$ cat config.mk
export PLATFORM = sky130hd
export DESIGN_NAME = ddp_pin_ctrl
export DESIGN_NICKNAME = d
export VERILOG_FILES = /design/src/logic/ddp_pkg.sv /design/src/logic/ddp_pin_ctrl.sv
export SDC_FILE = /design/constraint.sdc
export NUM_CORES = 1
export LEC_CHECK = 0
export BUFFER_PORTS_ARGS = -buffer_cell sky130_fd_sc_hd__clkbuf_2
export CAP_MARGIN = 10
export CORE_ASPECT_RATIO = 1.5
export CORE_MARGIN = 5
export CORE_UTILIZATION = 45
export CTS_BUF_LIST = sky130_fd_sc_hd__clkbuf_8
export CTS_CLUSTER_DIAMETER = 30
export DETAILED_ROUTE_END_ITERATION = 12
export GPL_TIMING_DRIVEN = 0
export PLACE_DENSITY = 0.76
export SYNTH_ARGS = -nofsm -noshare
export SYNTH_HDL_FRONTEND = slang
export SYNTH_SLANG_ARGS = --single-unit
$ cat constraint.sdc
create_clock -name clock_i -period 3.3 [get_ports clock_i]
set_input_delay 0.66 -clock clock_i [delete_from_list [all_inputs] [get_ports clock_i]]
set_output_delay 0.66 -clock clock_i [all_outputs]
set_load 0.01 [all_outputs]
$ cat src/logic/ddp_pkg.sv
// shared constants and types for the divider digital pin control block
package ddp_pkg;

    // ==========================================================
    // widths
    localparam int REG_W  = 24;
    localparam int ADDR_W = 5;
    localparam int CHIP_W = 3;
    localparam int GP_N   = 5;

    // ==========================================================
    // register offsets
    localparam logic [ADDR_W-1:0] REG_GPIO_EN_A  = 5'h01;
    localparam logic [ADDR_W-1:0] REG_REF_DIV_A  = 5'h02;
    localparam logic [ADDR_W-1:0] REG_AUX_A      = 5'h04;
    localparam logic [ADDR_W-1:0] REG_GPIO_CFG_A = 5'h08;
    localparam logic [ADDR_W-1:0] REG_COMP_A     = 5'h09;
    localparam logic [ADDR_W-1:0] REG_STATUS_A   = 5'h1f;

    // ==========================================================
    // field positions and reset values
    localparam int GPIO_EN_BIT  = 4;
    localparam int AUX_KEEP_BIT = 15;
    localparam logic [REG_W-1:0]  REG_RST       = 24'h00_0000;
    localparam logic [CHIP_W-1:0] STRAP_IDLE    = 3'h7;
    localparam logic [CHIP_W-1:0] COMP_ADDR_RST = 3'h0;

    // ==========================================================
    // output select codes
    localparam logic [3:0] SEL_TEST  = 4'h0;
    localparam logic [3:0] SEL_DSM   = 4'h2;
    localparam logic [3:0] SEL_SWEEP = 4'h8;

    // ==========================================================
    // pin configuration register layout
    typedef struct packed {
        logic [9:0]      rsvd;
        logic [GP_N-1:0] dir;   // 1 = pin drives out
        logic [GP_N-1:0] test;  // test pattern, bit 4 on pin 4
        logic [3:0]      sel;   // internal signal select
    } ddp_gpio_cfg_s;

    // sweep status flags from the sweeper
    typedef struct packed {
        logic ready;
        logic start;
        logic stop;
        logic busy;
    } ddp_sweep_s;

    // cycle-slip correction requests
    typedef struct packed {
        logic div_up;
        logic div_dn;
        logic pfd_hold;
    } ddp_csp_s;

endpackage

$ cat src/logic/ddp_pin_ctrl.sv
// digital pin control: strap address, snooping, ref clock, csp, gpio mux
`timescale 1ns/1ps

module ddp_pin_ctrl
    import ddp_pkg::*;
#(
    parameter int                REF_DIV_W    = 14,
    parameter logic [ADDR_W-1:0] COMP_REF_REG = 5'h02
) (
    input  wire logic              clock_i,
    input  wire logic              srst_i,
    // strap pins, pad level
    input  wire logic [CHIP_W-1:0] addr_strap_i,
    // decoded register writes seen on the serial bus
    input  wire logic              wr_valid_i,
    input  wire logic [CHIP_W-1:0] wr_chip_i,
    input  wire logic [ADDR_W-1:0] wr_addr_i,
    input  wire logic [REG_W-1:0]  wr_data_i,
    // register read port
    input  wire logic [ADDR_W-1:0] rd_addr_i,
    output logic [REG_W-1:0]       rd_data_o,
    output logic [CHIP_W-1:0]      chip_addr_o,
    // saturation pins, lower one also carries crystal clock
    input  wire logic              upper_saturation_in_i,
    input  wire logic              lower_saturation_in_i,
    input  wire logic              synth_mode_i,
    output ddp_csp_s               csp_o,
    // reference clock request and auxiliary port clock
    input  wire logic              aux_xfer_req_i,
    output logic                   ref_req_o,
    output logic                   aux_clk_en_o,
    // divider outputs to retime
    input  wire logic              divider_out_pos_i,
    input  wire logic              divider_out_neg_i,
    output logic                   pfd_edge_o,
    // gpio port
    input  wire logic [GP_N-1:0]   gp_pin_i,
    output logic [GP_N-1:0]        gp_pin_o,
    output logic [GP_N-1:0]        gp_pin_oe_o,
    input  wire logic [GP_N-1:0]   modulator_bits_out_i,
    input  wire logic              sweep_mode_i,
    input  wire ddp_sweep_s        sweep_flags_i,
    output logic                   sweep_trig_o
);

    // ==========================================================
    // helpers
    function automatic logic rise(input logic now, input logic prev);
        rise = now & ~prev;
    endfunction

    // ==========================================================
    // input synchronisers, two stages, plus a history stage on the lower saturation, divider and top gpio inputs
    logic [CHIP_W-1:0] strap_s1_r;
    logic [CHIP_W-1:0] strap_s2_r;
    logic [1:0]        sat_s1_r;
    logic [1:0]        sat_s2_r;
    logic              dn_s3_r;
    logic [1:0]        div_s1_r;
    logic [1:0]        div_s2_r;
    logic [1:0]        div_s3_r;
    logic [GP_N-1:0]   gp_s1_r;
    logic [GP_N-1:0]   gp_s2_r;
    logic              trig_s3_r;
    // no reset: the strap stages must track the pads during reset
    always_ff @(posedge clock_i) begin
        strap_s1_r <= addr_strap_i;
        strap_s2_r <= strap_s1_r;
        sat_s1_r  <= {upper_saturation_in_i, lower_saturation_in_i};
        sat_s2_r  <= sat_s1_r;
        dn_s3_r   <= sat_s2_r[0];
        div_s1_r  <= {divider_out_pos_i, divider_out_neg_i};
        div_s2_r  <= div_s1_r;
        div_s3_r  <= div_s2_r;
        gp_s1_r   <= gp_pin_i;
        gp_s2_r   <= gp_s1_r;
        trig_s3_r <= gp_s2_r[GP_N-1];
    end

    // ==========================================================
    // chip address strap capture
    logic              cap_pend_r;
    logic [CHIP_W-1:0] chip_addr_r;
    // sampled on the first clock after every reset release
    always_ff @(posedge clock_i) begin
        if (srst_i) begin
            cap_pend_r  <= 1'b1;
            chip_addr_r <= STRAP_IDLE;
        end else if (cap_pend_r) begin
            cap_pend_r  <= 1'b0;
            chip_addr_r <= strap_s2_r;
        end
    end

    // ==========================================================
    // register writes: own address or snooped companion
    logic [REG_W-1:0]     gpio_en_r;
    logic [REF_DIV_W-1:0] ref_div_r;
    logic [REG_W-1:0]     aux_cfg_r;
    ddp_gpio_cfg_s        gpio_cfg_r;
    logic [CHIP_W-1:0]    comp_addr_r;
    wire own_wr    = wr_valid_i & ~cap_pend_r & (wr_chip_i == chip_addr_r);
    wire snoop_en  = comp_addr_r != chip_addr_r;
    wire snoop_hit = wr_valid_i & ~cap_pend_r & snoop_en &
                     (wr_chip_i == comp_addr_r) &
                     (wr_addr_i == COMP_REF_REG);
    wire wr_ref    = (own_wr & (wr_addr_i == REG_REF_DIV_A)) | snoop_hit;
    // companion ref divide change mirrored into local divider
    always_ff @(posedge clock_i) begin
        if (srst_i) begin
            gpio_en_r   <= REG_RST;
            ref_div_r   <= REF_DIV_W'(REG_RST);
            aux_cfg_r   <= REG_RST;
            gpio_cfg_r  <= REG_RST;
            comp_addr_r <= COMP_ADDR_RST;
        end else begin
            if (own_wr && wr_addr_i == REG_GPIO_EN_A)
                gpio_en_r <= wr_data_i;
            if (wr_ref)
                ref_div_r <= wr_data_i[REF_DIV_W-1:0];
            if (own_wr && wr_addr_i == REG_AUX_A)
                aux_cfg_r <= wr_data_i;
            if (own_wr && wr_addr_i == REG_GPIO_CFG_A)
                gpio_cfg_r <= wr_data_i;
            if (own_wr && wr_addr_i == REG_COMP_A)
                comp_addr_r <= wr_data_i[CHIP_W-1:0];
        end
    end

    // ==========================================================
    // reference clock request and auxiliary clock divider
    logic                 ref_req_r;
    logic [REF_DIV_W-1:0] ref_cnt_r;
    logic                 aux_en_r;
    wire ref_need = aux_xfer_req_i | aux_cfg_r[AUX_KEEP_BIT];
    wire ref_edge = ref_req_r & rise(sat_s2_r[0], dn_s3_r);
    // divide of zero or one passes every edge instead of wrapping
    wire ref_wrap = (ref_div_r <= REF_DIV_W'(1)) |
                    (ref_cnt_r >= ref_div_r - REF_DIV_W'(1));
    always_ff @(posedge clock_i) begin
        if (srst_i)
            ref_req_r <= 1'b0;
        else
            ref_req_r <= ref_need;
    end
    // divider held cleared whenever the clock is not requested
    always_ff @(posedge clock_i) begin
        if (srst_i || !ref_req_r) begin
            ref_cnt_r <= '0;
            aux_en_r  <= 1'b0;
        end else begin
            aux_en_r <= ref_edge & ref_wrap;
            if (ref_edge)
                ref_cnt_r <= ref_wrap ? '0 : ref_cnt_r + REF_DIV_W'(1);
        end
    end

    // ==========================================================
    // cycle-slip prevention
    ddp_csp_s csp_r;
    // lower pin is a clock while the reference is requested
    wire dn_sat = sat_s2_r[0] & ~ref_req_r;
    wire up_sat = sat_s2_r[1];
    always_ff @(posedge clock_i) begin
        if (srst_i || !synth_mode_i) begin
            csp_r <= '0;
        end else begin
            csp_r.div_up   <= up_sat & ~dn_sat;
            csp_r.div_dn   <= dn_sat & ~up_sat;
            csp_r.pfd_hold <= up_sat ^ dn_sat;
        end
    end

    // ==========================================================
    // divider output retiming
    logic pfd_edge_r;

    // only the positive rise and negative fall are low jitter edges
    wire pos_rise = rise(div_s2_r[1], div_s3_r[1]);
    wire neg_fall = rise(~div_s2_r[0], ~div_s3_r[0]);

    always_ff @(posedge clock_i) begin
        if (srst_i)
            pfd_edge_r <= 1'b0;
        else
            pfd_edge_r <= pos_rise | neg_fall;
    end

    // ==========================================================
    // gpio output mux and enables
    logic [GP_N-1:0] gp_out_r;
    logic [GP_N-1:0] gp_oe_r;
    logic            trig_r;
    logic [GP_N-1:0] gp_mux;

    wire master_en = gpio_en_r[GPIO_EN_BIT];

    // unlisted codes fall to zero so a stray code is harmless
    always_comb begin
        gp_mux = '0;
        case (gpio_cfg_r.sel)
            SEL_TEST:  gp_mux = gpio_cfg_r.test;
            SEL_DSM:   gp_mux = modulator_bits_out_i;
            SEL_SWEEP: gp_mux = sweep_mode_i ?
                                {sweep_flags_i, 1'b0} : '0;
            default:   gp_mux = '0;
        endcase
    end

    always_ff @(posedge clock_i) begin
        if (srst_i) begin
            gp_out_r <= '0;
            gp_oe_r  <= '0;
            trig_r   <= 1'b0;
        end else begin
            gp_out_r <= gp_mux;
            gp_oe_r  <= master_en ? gpio_cfg_r.dir : '0;
            trig_r   <= sweep_mode_i & master_en &
                        ~gpio_cfg_r.dir[GP_N-1] &
                        rise(gp_s2_r[GP_N-1], trig_s3_r);
        end
    end

    // ==========================================================
    // register read back, unmapped offsets read zero
    logic [REG_W-1:0] rd_data_r;
    logic [REG_W-1:0] rd_mux;

    always_comb begin
        rd_mux = '0;
        case (rd_addr_i)
            REG_GPIO_EN_A:  rd_mux = gpio_en_r;
            REG_REF_DIV_A:  rd_mux = REG_W'(ref_div_r);
            REG_AUX_A:      rd_mux = aux_cfg_r;
            REG_GPIO_CFG_A: rd_mux = gpio_cfg_r;
            REG_COMP_A:     rd_mux = REG_W'(comp_addr_r);
            REG_STATUS_A:   rd_mux = REG_W'({gp_s2_r, ref_req_r,
                                             chip_addr_r});
            default:        rd_mux = '0;
        endcase
    end

    always_ff @(posedge clock_i) begin
        if (srst_i)
            rd_data_r <= '0;
        else
            rd_data_r <= rd_mux;
    end

    // ==========================================================
    // outputs
    assign rd_data_o    = rd_data_r;
    assign chip_addr_o  = chip_addr_r;
    assign csp_o        = csp_r;
    assign ref_req_o    = ref_req_r;
    assign aux_clk_en_o = aux_en_r;
    assign pfd_edge_o   = pfd_edge_r;
    assign gp_pin_o     = gp_out_r;
    assign gp_pin_oe_o  = gp_oe_r;
    assign sweep_trig_o = trig_r;
endmodule

==> metrics, run 1 <==
initial antenna violation count=0; Final nets=924; post-route ant nets=0; Req. time, crit path=3.65 ns; Max Clock Freq=0.331 GHz; FF-to-FF path depth=13; Sw Ratio=24.7%; DIE HEIGHT=165 µm; most common cell after layout, fill and taps aside=dfxtp_1; residual DRC count=0; top cell type's share of synthesized area=49.2%; slowest cell on the critical path=dfxtp_1; skew final=0.0104 ns; FF-to-FF Start=ref_div_r[0]; largest net degree at the start of global routing=17; post-route setup TNS=0 ns; register area share after synthesis=49.2%; die area=0.0186 mm²; Power per Cell Area=454 mW/mm²; CTS buffer count=17; WL per Instance=17.6 µm; Fillers=1,424; Setup crit start kind=flip-flop; TritonCTS clock tree=yes; vias in the first global route=5,879; HPWL after DPL=13.8 mm; 1st-iter DRT viols=362; Critical Path AT=3.36 ns; Comb pwr share=4.7%; WHS Path Cells=1; Finished Layout Cells=1,057; CP Class=flip-flop to flip-flop; Final Max Slew Viols=0; Tcrit/Tclk final=91.5%; Antenna diodes=0; most frequent cells in the layout=dfxtp_1 (176), clkbuf_2 (108), nor2_1 (86); internal power component=2.86 mW; crit path to=ref_cnt_r[11]; dominant synthesized flop cell=dfxtp_1; Pleak=3.16 nW; final wirelength=18.6 mm; warnings from Yosys=0; multi-input logic area=0.00341 mm²; status=completed; clock root cell=clkbuf_8; post-layout worst setup margin=0.280 ns; CP most frequent cell=ha_1; core area=0.0156 mm²; Mapped Cells=714; Slew @ Worst Pin=0.955 ns; Die Width=113 µm; mapped cell area=0.00716 mm²; share of cells above drive strength 1=23.8%; minimum clock period=3.02 ns; Synth async-reset ratio=0%; Clock Latency Late Sink=0.48 ns; Area Overhead vs Synth=16.8%; H-tree depth=4; sequential share of power=56.9%; Worst path max stage delay=0.38 ns; RSZ-0062 raised after global routing=false; grt ovf=0; number of flops mapped to enable cells by yosys=0; Placed Area=0.00795 mm²; register clock-pin slew on the reported worst setup and hold paths=0.09 ns; Synth cell types=48; critical-path cell list=inv_1 -> ha_1 -> nor3b_4 -> nand2_1 -> nor4_1 -> xnor2_1 -> ha_1 -> nand4_1 -> nor2_1 -> a211oi_2 -> o211ai_1 -> clkbuf_2 -> nor3_1; CP endpoint kind=flip-flop; first-pass GRT wire length=29.7 mm; setup violators final=0; dpl ws=-0.216 ns; reg2reg end=ref_cnt_r[11]; Initial Utilization=45.9%; GPL Wtd Cong=0.871; crit path from=ref_div_r[0]; Net Switching=0.937 mW; Port Buffer Count=107; Pre-antenna DRT Iters=5; worst vdd ir=0.251 mV; cell area after layout=0.00837 mm²; num rows=56; syn nets=797; vias=5,696; Clock Power Share=38.4%; via-per-instance ratio=5.39; Ports=108; dpl cells=1,024; Max Cap Violations=0; Synth area leaders=dfxtp_1 (49%), mux2i_1 (9.4%), nor2_1 (4.5%); syn avg cell area=10.0 µm²; Hold Vio Cnt, Final=0; worst-path maximum fanout=10; worst reg2reg setup slack=0.28 ns; Synth area leader=dfxtp_1; worst hold path class=input port to flip-flop; register area=0.00352 mm²; clk buf depth=2; Final Core Density=53.5%; Yosys reg bits=176; TritonCTS Sinks=176; total track usage=20.4%; worst rel slew slack=36.2%
-- area by class of cell --
class                   count  area share, %
repair buffers            108           6.49
multi-input cells         491           40.8
clock buffers              19           3.13
inverters                   8          0.359
well taps                 203           3.04
flip-flops and latches    176           42.1
clock inverters            13           1.51
plain buffers              39           2.56
-- power by group through the flow --
stage	clock network (mW)	registers, mW	logic (mW)
after global routing	1.59	2.17	0.193
after detailed placement	0	2.21	0.176
after floorplan	0	2.21	0.0784
final	1.46	2.16	0.178
after CTS	1.49	2.16	0.177
after global placement	0	2.21	0.174
-- kinds of logic (layout without fill, tap and decap cells) --
group,Yosys count,after routing,share of synthesized area [%]
adder cells (fa/ha/maj),19,19,3.32
AND/OR/NAND/NOR,261,261,18.8
XOR/XNOR,35,35,4.28
buffers and inverters,47,187,3.39
flip-flops,176,176,49.2
AO/OA/AOI/OAI,105,105,11.1
multiplexers,71,71,9.99
-- worst max-delay path, delay by kind of cell, from the launching register on --
family                     cells  cell delay (ns)
AOI/OAI and AO/OA              2             0.37
xor gates and xnor gates       1             0.12
adders and majority gates      2             0.54
buffers and inverters          2             0.39
DFF                            1             0.38
and+or+nand+nor                6             1.09
-- how the worst min path moves through the flow --
stage	end	startpoint
3_3_place_gp	sat_s2_r[0]	sat_s1_r[0]
3_5_place_dp	sat_s2_r[0]	sat_s1_r[0]
5_1_grt	div_s1_r[1]	divider_out_pos_i
4_1_cts	gp_s1_r[0]	gp_pin_i[0]
2_1_floorplan	div_s2_r[0]	div_s1_r[0]
6_report	gp_s1_r[4]	gp_pin_i[4]
-- flip-flops by register name (all words and copies together), names as in the netlist, 2 cells and up --
signal,flops
aux_cfg_r,24
gpio_cfg_r,24
gpio_en_r,24
rd_data_o,24
ref_cnt_r,14
ref_div_r,14
gp_pin_o,5
gp_pin_oe_o,5
gp_s1_r,5
gp_s2_r,5
chip_addr_o,3
comp_addr_r,3
csp_o,3
strap_s1_r,3
strap_s2_r,3
div_s1_r,2
div_s2_r,2
div_s3_r,2
sat_s1_r,2
sat_s2_r,2
-- synth_stat cells, types with 3 or more instances --
cell type,number
nor4_1,6
o21ai_0,3
nor3b_1,4
nand2_2,20
nor3_1,22
a211o_1,4
xnor2_1,16
nand3_1,12
a222oi_1,15
mux2_2,4
nand3b_1,3
a21oi_1,21
and3_1,3
inv_1,8
mux2i_1,67
nand4_1,3
a22oi_1,30
nor2b_1,5
ha_1,19
xor2_1,19
and3b_1,3
nand2_1,40
nor2_1,86
and2_1,7
clkbuf_1,27
a31oi_1,4
a21oi_2,21
dfxtp_1,176
nand2b_1,37
buf_4,4
buf_2,3
-- metal layers --
metal / routed length [µm] / GRT usage (%)
met5: 0 / 0
met4: 638 / 9.90
met3: 841 / 4.33
met2: 9690 / 36.9
met1: 7380 / 22.5
-- per-stage QoR --
step | hold slack, ns | total power, mW
2_1_floorplan | 0.310 | 2.29
3_3_place_gp | 0.311 | 2.39
3_5_place_dp | 0.312 | 2.39
4_1_cts | 0.255 | 3.83
5_1_grt | 0.260 | 3.95
6_report | 0.278 | 3.80
-- repair_timing --
item,in CTS,in global routing
pin swaps,0,1
setup buffers,0,1
hold buffers,0,0
endpoints found under the hold margin,0,0
endpoints found under the setup margin,10,10
resized for setup,2,2
(Power assumes the default switching activity.)
==> run 2, diff against run 1 <==
--- a/config.mk
+++ b/config.mk
@@ -7,14 +7,15 @@
 export LEC_CHECK = 0
 export BUFFER_PORTS_ARGS = -buffer_cell sky130_fd_sc_hd__clkbuf_2
 export CAP_MARGIN = 10
-export CORE_ASPECT_RATIO = 1.5
+export CORE_ASPECT_RATIO = 0.6
 export CORE_MARGIN = 5
 export CORE_UTILIZATION = 45
 export CTS_BUF_LIST = sky130_fd_sc_hd__clkbuf_8
 export CTS_CLUSTER_DIAMETER = 30
 export DETAILED_ROUTE_END_ITERATION = 12
 export GPL_TIMING_DRIVEN = 0
-export PLACE_DENSITY = 0.76
+export PLACE_DENSITY = 0.68
+export REMOVE_ABC_BUFFERS = 1
 export SYNTH_ARGS = -nofsm -noshare
 export SYNTH_HDL_FRONTEND = slang
 export SYNTH_SLANG_ARGS = --single-unit
==> metrics, run 2 (same netlist as run 1, synthesis figures left out) <==
CP endpoint kind=flip-flop (unchanged); CP Class=flip-flop to flip-flop (unchanged); share of cells above drive strength 1=24.4% (was 23.8%); Pre-antenna DRT Iters=6 (was 5); initial antenna violation count=0 (unchanged); skew final=0.0207 ns (was 0.0104 ns); HPWL after DPL=12.6 mm (was 13.8 mm); Final Max Slew Viols=0 (unchanged); Finished Layout Cells=1,027 (was 1,057); post-route ant nets=0 (unchanged); post-layout worst setup margin=0.392 ns (was 0.280 ns); CTS Hold Bufs=0 (unchanged); critical-path cell list=inv_1 -> ha_1 -> nor3b_2 -> nand2_1 -> nor4_1 -> xnor2_1 -> ha_1 -> nand4_1 -> o21ai_0 -> a211oi_1 -> o211ai_1 -> buf_4 -> nor3_1 (was inv_1 -> ha_1 -> nor3b_4 -> nand2_1 -> nor4_1 -> xnor2_1 -> ha_1 -> nand4_1 -> nor2_1 -> a211oi_2 -> o211ai_1 -> clkbuf_2 -> nor3_1); residual DRC count=0 (unchanged); register area=0.00352 mm² (unchanged); final wirelength=18.0 mm (was 18.6 mm); 1st-iter DRT viols=587 (was 362); Final nets=894 (was 924); Tcrit/Tclk final=88.1% (was 91.5%); Fillers=1,370 (was 1,424); internal power component=2.84 mW (was 2.86 mW); Ports=108 (unchanged); CP most frequent cell=ha_1 (unchanged); status=completed (unchanged); Sw Ratio=25.4% (was 24.7%); clock root cell=clkbuf_8 (unchanged); TritonCTS Sinks=176 (unchanged); dpl ws=-0.250 ns (was -0.216 ns); Worst path max stage delay=0.37 ns (was 0.38 ns); Initial Utilization=46.3% (was 45.9%); grt ovf=0 (unchanged); Critical Path AT=3.27 ns (was 3.36 ns); die area=0.0186 mm² (about the same); critical path buffer and inverter count=2 (unchanged); post-route setup TNS=0 ns (unchanged); most frequent cells in the layout=dfxtp_1 (176), clkbuf_2 (106), nor2_1 (86) (was dfxtp_1 (176), clkbuf_2 (108), nor2_1 (86)); Antenna diodes=0 (unchanged); slowest cell on the critical path=dfxtp_1 (unchanged); worst rel slew slack=17.8% (was 36.2%); Die Width=173 µm (was 113 µm); DIE HEIGHT=108 µm (was 165 µm); worst vdd ir=0.215 mV (was 0.251 mV); Setup crit start kind=flip-flop (unchanged); Port Buffer Count=107 (unchanged); met3 GRT Util=4.95% (was 4.33%); sequential share of power=56.9% (about the same); WL per Instance=17.5 µm (was 17.6 µm); register clock-pin slew on the reported worst setup and hold paths=0.10 ns (was 0.09 ns); busiest layer in global routing=met2 (unchanged); num rows=35 (was 56); Area Overhead vs Synth=16.0% (was 16.8%); Req. time, crit path=3.67 ns (was 3.65 ns); vias=5,601 (was 5,696); first-pass GRT wire length=28.8 mm (was 29.7 mm); Clock Power Share=38.6% (was 38.4%); Comb pwr share=4.4% (was 4.7%); GPL Wtd Cong=0.848 (was 0.871); Hold Vio Cnt, Final=0 (unchanged); minimum clock period=2.91 ns (was 3.02 ns); worst hold path class=input port to flip-flop (unchanged); TritonCTS clock tree=yes (unchanged); CTS buffer count=17 (unchanged); setup violators final=0 (unchanged); vias in the first global route=5,592 (was 5,879); clk buf depth=2 (unchanged); Max Clock Freq=0.344 GHz (was 0.331 GHz); RSZ-0062 raised after global routing=false (unchanged); total track usage=19.1% (was 20.4%); H-tree depth=4 (unchanged); worst-path maximum fanout=15 (was 10); dpl cells=994 (was 1,024); largest net degree at the start of global routing=89 (was 17); final hold slack=0.305 ns (was 0.278 ns); multi-input logic area=0.00341 mm² (about the same); core area=0.0155 mm² (was 0.0156 mm²); Max Cap Violations=0 (unchanged); Clock Latency Late Sink=0.46 ns (was 0.48 ns); CP top delay family=simple AND/OR/NAND/NOR gates (unchanged); most common cell after layout, fill and taps aside=dfxtp_1 (unchanged); Net Switching=0.964 mW (was 0.937 mW); Pleak=3.11 nW (was 3.16 nW); via-per-instance ratio=5.45 (was 5.39); Slew @ Worst Pin=1.23 ns (was 0.955 ns); met1 Resource Use GR=26.9% (was 22.5%); Power Total=3.80 mW (about the same); met2 Usage GRT=29.2% (was 36.9%); Power per Cell Area=457 mW/mm² (was 454 mW/mm²)
## run 2: cell count changes in the layout (fill, tap and decap cells not counted), sizes merged
cell,previous run,this run
clkbuf,153,124
buf,13,10
clkinvlp,3,5
clkinv,3,2
inv,14,15
## run 2: final cells by class
cell class / instances / area share [%]
Inverter: 8 / 0.361
Clock inverter: 15 / 1.85
Sequential cell: 176 / 42.4
Multi-Input combinational cell: 491 / 41.1
Clock buffer: 17 / 2.82
Timing Repair Buffer: 117 / 8.42
Tap cell: 203 / 3.06
## run 2: metal layers
layer | vias up | wire length (µm)
met1 | 2692 | 8520
met3 | 18 | 1290
met4 | 0 | 147
met5 | - | 0
met2 | 199 | 8000
li1 | 2692 | -
## run 2: final timing paths
path,startpoint,endpoint,slack (ns),cells after the start
worst max register to register,ref_div_r[0],ref_cnt_r[1],0.39,13
worst min-delay path,addr_strap_i[1],strap_s1_r[1],0.30,1
worst max-delay path,ref_div_r[0],ref_cnt_r[1],0.39,13
worst min register to register,div_s1_r[1],div_s2_r[1],0.33,0
## run 2: timing repair
| item | 4_1_cts | 5_1_grt |
|---|---|---|
| setup endpoints to repair | 15 | 15 |
| pin swaps | 1 | 0 |
| buffers inserted | 1 | 0 |
| gates resized for setup | 0 | 1 |
## run 2: metrics by stage
stage	area, µm²	util [%]
2_1_floorplan	6950	-
3_3_place_gp	7740	50.1
3_5_place_dp	7910	51.2
4_1_cts	8300	53.7
5_1_grt	8310	53.7
6_report	8310	53.7
## run 2: power groups by stage
stage	clock network [mW]	registers, mW	logic [mW]
floorplan	0	2.21	0.0563
global placement	0	2.21	0.155
detailed placement	0	2.21	0.167
CTS	1.50	2.16	0.168
global route	1.61	2.17	0.183
finish	1.47	2.16	0.169
==> run 3, diff against run 2 <==
--- a/config.mk
+++ b/config.mk
@@ -5,16 +5,14 @@
 export SDC_FILE = /design/constraint.sdc
 export NUM_CORES = 1
 export LEC_CHECK = 0
-export BUFFER_PORTS_ARGS = -buffer_cell sky130_fd_sc_hd__clkbuf_2
-export CAP_MARGIN = 10
 export CORE_ASPECT_RATIO = 0.6
-export CORE_MARGIN = 5
 export CORE_UTILIZATION = 45
 export CTS_BUF_LIST = sky130_fd_sc_hd__clkbuf_8
 export CTS_CLUSTER_DIAMETER = 30
 export DETAILED_ROUTE_END_ITERATION = 12
+export DONT_BUFFER_PORTS = 1
 export GPL_TIMING_DRIVEN = 0
-export PLACE_DENSITY = 0.68
+export PLACE_DENSITY = 0.63
 export REMOVE_ABC_BUFFERS = 1
 export SYNTH_ARGS = -nofsm -noshare
 export SYNTH_HDL_FRONTEND = slang
==> metrics, run 3 (same netlist as run 1, synthesis figures left out) <==
Fillers=1,366 (was 1,370); via-per-instance ratio=5.59 (was 5.45); CTS buffer count=17 (unchanged); internal power component=2.82 mW (was 2.84 mW); Pleak=2.66 nW (was 3.11 nW); worst vdd ir=0.309 mV (was 0.215 mV); clock root cell=clkbuf_8 (unchanged); Pre-antenna DRT Iters=5 (was 6); num rows=35 (unchanged); core area=0.0155 mm² (unchanged); RSZ-0062 raised after global routing=false (unchanged); Port Buffer Count=0 (was 107); minimum clock period=2.94 ns (was 2.91 ns); Area Overhead vs Synth=8.63% (was 16.0%); Finished Layout Cells=922 (was 1,027); Ports=108 (unchanged); register clock-pin slew on the reported worst setup and hold paths=0.10 ns (about the same); H-tree depth=4 (unchanged); Tcrit/Tclk final=89.0% (was 88.1%); Critical Path AT=3.30 ns (was 3.27 ns); most frequent cells in the layout=dfxtp_1 (176), nor2_1 (86), mux2i_1 (67) (was dfxtp_1 (176), clkbuf_2 (106), nor2_1 (86)); Net Switching=0.943 mW (was 0.964 mW); final wirelength=17.4 mm (was 18.0 mm); WL per Instance=18.8 µm (was 17.5 µm); Hold Vio Cnt, Final=0 (unchanged); Req. time, crit path=3.66 ns (was 3.67 ns); Slew @ Worst Pin=1.31 ns (was 1.23 ns); status=completed (unchanged); setup violators final=0 (unchanged); Die Width=165 µm (was 173 µm); first-pass GRT wire length=27.3 mm (was 28.8 mm); residual DRC count=0 (unchanged); Final Core Density=50.3% (was 53.7%); initial antenna violation count=1 (was 0); worst rel slew slack=12.5% (was 17.8%); 1st-iter DRT viols=471 (was 587); clk buf depth=2 (unchanged); worst hold path class=input port to flip-flop (unchanged); worst-path maximum fanout=6 (was 15); largest net degree at the start of global routing=121 (was 89); dpl cells=887 (was 994); die area=0.0164 mm² (was 0.0186 mm²); Clock Latency Late Sink=0.45 ns (was 0.46 ns); vias=5,152 (was 5,601); Final Max Slew Viols=0 (unchanged); CTS Hold Bufs=0 (unchanged); Comb pwr share=2.0% (was 4.4%); Final nets=788 (was 894); sequential share of power=57.6% (was 56.9%); post-route ant nets=0 (unchanged); HPWL after DPL=12.1 mm (was 12.6 mm); Setup crit start kind=flip-flop (unchanged); TritonCTS clock tree=yes (unchanged); most common cell after layout, fill and taps aside=dfxtp_1 (unchanged); Max Clock Freq=0.341 GHz (was 0.344 GHz); TritonCTS Sinks=176 (unchanged); Max Cap Violations=0 (unchanged); Sw Ratio=25.1% (was 25.4%); post-route setup TNS=0 ns (unchanged); CP endpoint kind=flip-flop (unchanged); CP Class=flip-flop to flip-flop (unchanged); DIE HEIGHT=99.7 µm (was 108 µm); Initial Utilization=46.3% (unchanged); vias in the first global route=5,185 (was 5,592); skew final=0.0138 ns (was 0.0207 ns); Power per Cell Area=483 mW/mm² (was 457 mW/mm²); total track usage=21.8% (was 19.1%); grt ovf=0 (unchanged); Clock Power Share=40.4% (was 38.6%); GPL Wtd Cong=0.798 (was 0.848); share of cells above drive strength 1=13.4% (was 24.4%)
## run 3: cell types whose count changed in the layout (fill, tap and decap cells not counted), sizes merged
cell,before,now
clkinv,2,4
clkbuf,124,17
diode,0,1
clkinvlp,5,3
buf,10,11
## run 3: path summary, 6_finish.rpt
path                    from            end  slack, ns  depth (start not counted)
min reg2reg       gp_s1_r[0]     gp_s2_r[0]       0.34                          0
min          addr_strap_i[0]  strap_s1_r[0]       0.23                          0
max reg2reg     ref_div_r[0]   ref_cnt_r[2]       0.36                         13
max             ref_div_r[0]   ref_cnt_r[2]       0.36                         13
## run 3: worst max-delay path, cell delays in order, from the launching register on
cell      delay [ns]
dfxtp_1         0.36
inv_1           0.10
ha_1            0.23
nor3b_2         0.33
nand2_1         0.14
nor4_1          0.26
xnor2_1         0.16
ha_1            0.26
nand4_1         0.13
o21ai_0         0.11
a211oi_1        0.23
o211ai_1        0.16
buf_4           0.18
nor3_1          0.20
## run 3: stage by stage
stage / worst slack (ns) / instance area, µm² / power (mW) / hold slack [ns]
after floorplan: 0.298 / 6950 / 2.27 / 0.310
after global placement: -1.84 / 7210 / 2.28 / 0.311
after detailed placement: -0.281 / 7350 / 2.29 / 0.315
after CTS: 0.227 / 7770 / 3.80 / 0.200
after global routing: 0.104 / 7780 / 3.89 / 0.184
final: 0.363 / 7780 / 3.76 / 0.228
## run 3: power by group through the flow
stage | Sequential (mW) | Clock [mW] | Combinational, mW
after floorplan | 2.21 | 0 | 0.0563
after global placement | 2.22 | 0 | 0.0684
after detailed placement | 2.22 | 0 | 0.0743
after CTS | 2.17 | 1.55 | 0.0755
after global routing | 2.17 | 1.64 | 0.0823
final | 2.17 | 1.52 | 0.0753
## run 3: repair_timing
action                                  in CTS  in global routing
buffers inserted                             2                  0
endpoints found under the setup margin      15                 15
resized for setup                            0                  1
pin swaps                                    1                  0
## run 3: area by class of cell
cell class / instances / area, µm² / area share [%]
antenna: 1 / 2.50 / 0.0322
clock buffer: 17 / 234 / 3.01
clock inverter: 15 / 173 / 2.22
inverter: 8 / 30.0 / 0.386
multi-input combinational: 491 / 3410 / 43.9
sequential: 176 / 3520 / 45.3
tap: 203 / 254 / 3.26
timing repair buffer: 11 / 153 / 1.96
## run 3: per-layer routing
metal / wire length, µm / part of all wire [%] / global-route usage [%]
met2: 7790 / 45 / 34.2
met3: 1230 / 7.1 / 5.80
met5: 0 / 0 / 0
met1: 8160 / 47 / 29.3
met4: 172 / 0.99 / 6.70
